<file path="src/rtl/psc_fifo.sv">
// Parameterised valid/ready FIFO used in the payload path
`timescale 1ns/100ps
module psc_fifo #(
  parameter int WIDTH = 8,
  parameter int DEPTH = 16
) (
  input wire logic ref_clk,
  input wire logic reset,
  input wire logic [WIDTH-1:0] in_data,
  input wire logic in_valid,
  output logic in_ready,
  output logic [WIDTH-1:0] out_data,
  output logic out_valid,
  input wire logic out_ready
);
  localparam int AW = $clog2(DEPTH);

  // Pointer wrap relies on a power-of-two depth, so anything else is refused
  if (DEPTH < 2 || (1 << AW) != DEPTH) begin : g_bad_depth
    $error("psc_fifo depth must be a power of two");
  end

  logic [WIDTH-1:0] mem [DEPTH];
  logic [AW:0] wr_r, wr_nxt, rd_r, rd_nxt;
  logic push, pop;

  assign in_ready = (wr_r - rd_r) != (AW+1)'(DEPTH);
  assign out_valid = wr_r != rd_r;
  assign push = in_valid && in_ready;
  assign pop = out_valid && out_ready;
  assign out_data = mem[rd_r[AW-1:0]];

  always_comb begin
    wr_nxt = wr_r + (AW+1)'(push);
    rd_nxt = rd_r + (AW+1)'(pop);
  end

  always_ff @(posedge ref_clk) begin
    if (reset) begin
      wr_r <= '0;
      rd_r <= '0;
    end else begin
      wr_r <= wr_nxt;
      rd_r <= rd_nxt;
    end
    if (push) begin
      mem[wr_r[AW-1:0]] <= in_data;
    end
  end
endmodule : psc_fifo

</file>
<file path="config.mk">
export PLATFORM = sky130hd
export DESIGN_NAME = psc_fifo
export DESIGN_NICKNAME = d
export VERILOG_FILES = /design/src/rtl/psc_fifo.sv
export SDC_FILE = /design/constraint.sdc
export NUM_CORES = 1
export LEC_CHECK = 0
export BUFFER_PORTS_ARGS = -buffer_cell sky130_fd_sc_hd__buf_2
export CAP_MARGIN = 10
export CELL_PAD_IN_SITES_DETAIL_PLACEMENT = 2
export CELL_PAD_IN_SITES_GLOBAL_PLACEMENT = 2
export CORE_MARGIN = 8
export CORE_UTILIZATION = 52
export DETAILED_ROUTE_END_ITERATION = 10
export MAX_ROUTING_LAYER = met4
export PLACE_DENSITY_LB_ADDON = 0.1
export SYNTH_ARGS = -nofsm -noshare
export SYNTH_HDL_FRONTEND = slang
export SYNTH_SLANG_ARGS = --single-unit
</file>
<file path="constraint.sdc">
create_clock -name ref_clk -period 7 [get_ports ref_clk]
set_input_delay 0.7 -clock ref_clk [delete_from_list [all_inputs] [get_ports ref_clk]]
set_output_delay 0.7 -clock ref_clk [all_outputs]
set_load 0.05 [all_outputs]
</file>
==> results of run 1 <==
-- area by class of cell --
cell class | instances | area share [%]
well taps | 140 | 2.63
repair buffers | 36 | 3.27
clock buffers | 20 | 6.53
clock inverters | 12 | 2.82
inverters | 5 | 0.282
flip-flops and latches | 138 | 60.7
multi-input cells | 113 | 23.8
-- power by group through the flow --
stage / registers, mW / clock network, mW / logic (mW)
3_5_place_dp: 1.02 / 0 / 0.502
2_1_floorplan: 0.969 / 0 / 0.424
3_3_place_gp: 1.02 / 0 / 0.472
5_1_grt: 1.01 / 1.01 / 0.543
4_1_cts: 1.01 / 0.980 / 0.521
6_report: 1.01 / 0.969 / 0.520
-- cells in the final DEF (no fill, tap or decap), types with 4 or more instances in the layout --
cell type / Yosys / final
nand2b_1: 4 / 4
xnor2_1: 4 / 4
buf_4: 0 / 15
dfxtp_1: 10 / 9
clkbuf_16: 0 / 16
nor4_2: 0 / 12
nand3_1: 6 / 6
inv_6: 0 / 4
nand2_1: 4 / 4
bufinv_16: 0 / 4
nor2b_1: 7 / 7
mux4_1: 24 / 24
nor2_1: 10 / 10
xor2_1: 4 / 4
buf_2: 0 / 21
mux4_2: 16 / 16
edfxtp_1: 128 / 128
ha_1: 8 / 8
-- registers in the layout, indices dropped and copies added (netlist names) --
register  flops
mem         128
rd_r          5
wr_r          5
-- worst max-delay path: stages, from the launching register on --
cell      delay, ns
dfxtp_1        0.68
clkinv_1       0.58
ha_1           0.45
nor2b_1        0.28
o21ba_1        0.17
o211ai_1       0.12
a22oi_2        0.96
inv_2          0.05
buf_2          0.25
-- per-layer routing --
metal | global-route usage (%) | up-vias | part of all wire, %
met5 | - | - | 0
met4 | 7.96 | 0 | 1.6
met3 | 6.90 | 26 | 6.2
met2 | 40.8 | 127 | 51
met1 | 31.5 | 1617 | 41
li1 | - | 1222 | -
-- cell families after synthesis --
| kind of cell | synth area share, % |
|---|---|
| buffers and inverters | 2.08 |
| adders and majority gates | 1.77 |
| DFF | 71.5 |
| and+or+nand+nor | 4.91 |
| muxes | 17.5 |
| xor gates and xnor gates | 1.24 |
| AOI/OAI and AO/OA | 1.02 |
-- final timing paths --
| check | from | endpoint | slack, ns | cells past startpoint |
|---|---|---|---|---|
| worst min register to register | wr_r[4] | wr_r[4] | 0.62 | 2 |
| worst max register to register | wr_r[0] | wr_r[4] | 2.62 | 13 |
| worst max-delay path | wr_r[0] | in_ready | 2.19 | 8 |
| worst min-delay path | reset | wr_r[2] | 0.50 | 2 |
==> impl_results.md, run 1 <==
* Post-CTS Hold Buffers at 0
* DRT Wirelength at 17000 um
* Resize count post-CTS at 0
* Register area at 4050 um^2
* Initial Util at 52.7%
* Slew Viols, Final at 0
* Synth cell types at 31
* Pint at 1.73 mW
* Fillcell total at approximately 840
* Lkg Pwr at 2.21 nW
* Synth top area share at 67.9%
* Antenna violations before repair at 1
* Final Hold Slack at 0.500 ns
* Crit end category: output pin
* Multi-input logic area at 1580 um^2
* DRC Markers at 0
* #FFs+latches synth at 138
* GRT Residual Overflow at 0
* Maximum clock insertion buffer count at 2
* TritonCTS clock tree: yes
* Clock network power share at 38.8%
* Die Y at 120 um
* IO Port Bufs at 21
* Switching share of power at 30.6%
* VDD IR max at roughly 0.00028 V
* Upper clock frequency limit at between 200 and 250 MHz
* Syn Nets at 288
* Endpoints failing setup at 0
* Pwr/cell area at 375 nW/um^2
* Switching pwr at ~760 uW
* Sequential cell area fraction in the yosys report at 71.5%
* Most common cell in the netlist: edfxtp_1
* EDFF count, synth at 128
* Routed len/inst at 36.7 um
* Drt via density at 6.45
* Critical Path Fanout Max at 17
* Post-layout worst setup margin at 2.19 ns
* 1st-iter DRT viols at 443
* Sequential share of power at around two fifths
* Cts bufs inserted at 17
* Final hold viol count at 0
* Antenna Cells at 0
* Area of the die at about 14000 um^2
* Final Cycle Share at slightly below 70%
* Power Total at 2.50 mW
* Ports at 22
* Critical Path RT at 6.30 ns
* Worst setup SP type: flop
* Final net count at 331
* Slew @ Worst Pin at 1.26 ns
* Post-Place Cells at between 400 and 500
* H-tree depth at 4
* Final instance area at 6660 um^2
* RSZ-0062 raised after global routing: no
* Syn Inst Count at 268
* Setup WS pre-CTS at 2.83 ns
* Finished Layout Cells at 464
* Post-Syn Area per Cell at between 20 and 25 um^2
* Row cnt at 38
* Crit path kind: flop to output pin
* Max_cap viols at 0
* Core region area at about 11000 um^2
* Final core utilization at 62.0%
* Comb power frac at approximately a fifth
* Final min period at 4.81 ns
* Fraction of layout cells with a size suffix above 1 at 30.9%
* Leading register cell type out of synthesis: edfxtp_1
* Final Wtd Congestion at 0.724
* Post-route ant nets at 0
* Crit path DAT at 4.11 ns
* Clock Sinks at 138
* Root Buffer: clkbuf_8
* Via count at 2992
* Most common library cells after synthesis: 128 x edfxtp_1, 24 x mux4_1, 16 x mux4_2, 12 x nor4_1
* Synth Cell Area at 5660 um^2
* DP Area at 6040 um^2
* DR pass1 iterations at 5
* Setup Buffers After CTS at 0
* Vias in the first global route at between 3000 and 4000
* Die Wd at 120 um
* Hold crit path type: input pin to flop
* Synth area leaders: edfxtp_1 68%, mux4_1 11%, mux4_2 6.4%, dfxtp_1 3.5%, ha_1 1.8%
* Largest net degree at the start of global routing at 36
* Outcome: finished clean
* First-pass GRT wire length at 24300 um
* Relative slew margins at between 15 and 20%
* Setup TNS at 0 ns
* Largest area contributor in the netlist: edfxtp_1
* Layout overhead on the synthesized area at 17.8%
* Clk slew on worst S/H paths at about 0.07 ns
* Fraction of registers with async set/reset at 0%
* Overall global routing resource usage at 25.6%
* Post-Route Skew at around 0.016 ns
* Yosys warns at 0
* Clock Latency Late Sink at 0.54 ns
* HPWL after DPL at 9680 um
No activity file was read; power rests on OpenSTA's default activity.
==> inputs of run 2 (changes only) <==
--- a/config.mk
+++ b/config.mk
@@ -10,7 +10,7 @@
 export CELL_PAD_IN_SITES_DETAIL_PLACEMENT = 2
 export CELL_PAD_IN_SITES_GLOBAL_PLACEMENT = 2
 export CORE_MARGIN = 8
-export CORE_UTILIZATION = 52
+export CORE_UTILIZATION = 44
 export DETAILED_ROUTE_END_ITERATION = 10
 export MAX_ROUTING_LAYER = met4
 export PLACE_DENSITY_LB_ADDON = 0.1
==> constraint.sdc (replaced) <==
create_clock -name ref_clk -period 4.3 [get_ports ref_clk]
set_input_delay 0.43 -clock ref_clk [delete_from_list [all_inputs] [get_ports ref_clk]]
set_output_delay 0.43 -clock ref_clk [all_outputs]
set_load 0.05 [all_outputs]
==> run 2 against run 1 <==
  * Utilization down 8.7 points
  * Register-to-register slack got worse by 2.0 ns
  * Routed wire length fell by 22%
  * Design area grew 0.49%
  * Critical path depth stayed put
  * Sequential power grew 56%
  * Setup slack got worse by 1.7 ns
  * Count of clock-buffer cells in the layout is 2 higher
  * Via count shrank 7.0%
  * Hold slack got worse by 0.18 ns
  * Combinational power increased by 70%
  * Largest power group unchanged
==> impl_results.md, run 2 (same netlist as run 1, synthesis figures left out) <==
* Area of the die at 16700 um^2
* Relative slew margins at 21.8%
* Most common cell after layout, fill and taps aside: edfxtp_1
* Post-Route Skew at ~0.012 ns
* Multi-input logic area at roughly 1600 um^2
* Finished Layout Cells at around 500
* Max_cap viols at 0
* Resize count post-CTS at 0
* Routed len/inst at 26.7 um
* Overall global routing resource usage at between 10% and 20%
* Ports at 22
* Final core utilization at 53.3%
* Via count at 2782
* Post-route ant nets at 0
* Final Cycle Share at 88.8%
* Layout overhead on the synthesized area at 18.4%
* Antenna Cells at 0
* Final hold viol count at 0
* Critical Path Max Stage Delay at approximately 0.65 ns
* H-tree depth at 4
* 1st-iter DRT viols at 286
* DR pass1 iterations at 5
* Die Wd at 129 um
* Clock Sinks at 138
* Worst setup SP type: flop
* Crit path kind: flop to output pin
* Cell chain of the critical path: clkinv_1 -> ha_1 -> nor2b_1 -> o21ba_1 -> o211ai_1 -> a22oi_2 -> inv_2 -> buf_2
* Final Wtd Congestion at 0.686
* Clock Latency Late Sink at 0.42 ns
* DRC Markers at 0
* Most frequent cells in the layout: 128 x edfxtp_1, 24 x mux4_1, 21 x buf_2
* Post-Place Cells at 469
* Root Buffer: clkbuf_16
* Power Total at between 3 and 4 mW
* Maximum clock insertion buffer count at 2
* Largest net degree at the start of global routing at 35
* Post-CTS Hold Buffers at 0
* First-pass GRT wire length at between 20000 and 25000 um
* TritonCTS clock tree: yes
* Max reg flops at 128
* Crit path DAT at 3.39 ns
* Register area at 4050 um^2
* RSZ-0062 raised after global routing: no
* Post-layout worst setup margin at 0.482 ns
* Antenna violations before repair at 0
* Fraction of layout cells with a size suffix above 1 at 32.2%
* Pwr/cell area at ~580 nW/um^2
* Initial Util at 45.0%
* Slowest-stage cell, CP: dfxtp_1
* IO Port Bufs at 21
* Final min period at 3.82 ns
* Setup TNS at 0 ns
* Final net count at 336
* GRT Residual Overflow at 0
* Critical Path RT at 3.87 ns
* DRT Wirelength at 13400 um
* Hold crit path type: input pin to flop
* Endpoints failing setup at 0
* Core region area at around 13000 um^2
* Clk slew on worst S/H paths at roughly 0.06 ns
* Row cnt at 41
* Setup WS pre-CTS at 0.603 ns
* Slew @ Worst Pin at roughly 1.2 ns
* Crit end category: output pin
* Outcome: finished clean
* Slew Viols, Final at 0
* Fillcell total at 1068
* Vias in the first global route at a little over 3000
* Critical Path Fanout Max at 12
* Drt via density at 5.55
* Cts bufs inserted at 17
* VDD IR max at between 0.0003 and 0.0004 V
* Setup Buffers After CTS at 0
* Lkg Pwr at 2.22 nW
* HPWL after DPL at 8710 um
* Upper clock frequency limit at 262 MHz
* Die Y at 129 um
-- run 2: cell types whose count changed in the layout (fill, tap and decap cells not counted), sizes merged --
cell,before,now
buf,36,41
bufinv,4,1
clkbuf,20,22
clkinv,3,7
clkinvlp,2,3
inv,8,4
-- run 2: worst max-delay path, delay by kind of cell (launching register included) --
kind,cells,cell delay [ns]
buffers and inverters,3,0.83
adder cells (fa/ha/maj),1,0.38
AND/OR/NAND/NOR,1,0.22
AO/OA/AOI/OAI,3,0.88
flip-flops,1,0.65
-- run 2: worst paths after layout --
kind / from / end / slack (ns) / cells past startpoint
worst min register to register: rd_r[4] / rd_r[4] / 0.56 / 2
worst max-delay path: wr_r[0] / in_ready / 0.48 / 8
worst max register to register: wr_r[0] / wr_r[4] / 0.59 / 13
worst min-delay path: reset / wr_r[3] / 0.32 / 2
-- run 2: per-layer routing --
metal	share of wire, %	global-route usage, %
met4	1.4	6.70
met5	0	-
met2	48	27.9
met1	47	23.7
met3	3.0	4.19
-- run 2: layout make-up --
| class | count | area share, % |
|---|---|---|
| clock inverter | 10 | 1.40 |
| tap | 172 | 3.21 |
| clock buffer | 22 | 7.23 |
| timing repair buffer | 41 | 3.81 |
| sequential | 138 | 60.4 |
| inverter | 5 | 0.280 |
| multi-input combinational | 113 | 23.7 |
-- run 2: where the power goes --
group          leakage (nW)  switching, mW  internal, mW  total, mW
Combinational         0.702          0.560         0.325      0.884
Sequential             1.24         0.0380          1.54       1.58
Clock                 0.278          0.553         0.856       1.41
Total                  2.22           1.15          2.72       3.87
-- run 2: per-stage QoR --
step	hold WS, ns	area (um^2)
2_1_floorplan	0.498	5660
3_3_place_gp	0.528	6120
3_5_place_dp	0.539	6120
4_1_cts	0.309	6700
5_1_grt	0.333	6700
6_report	0.319	6700
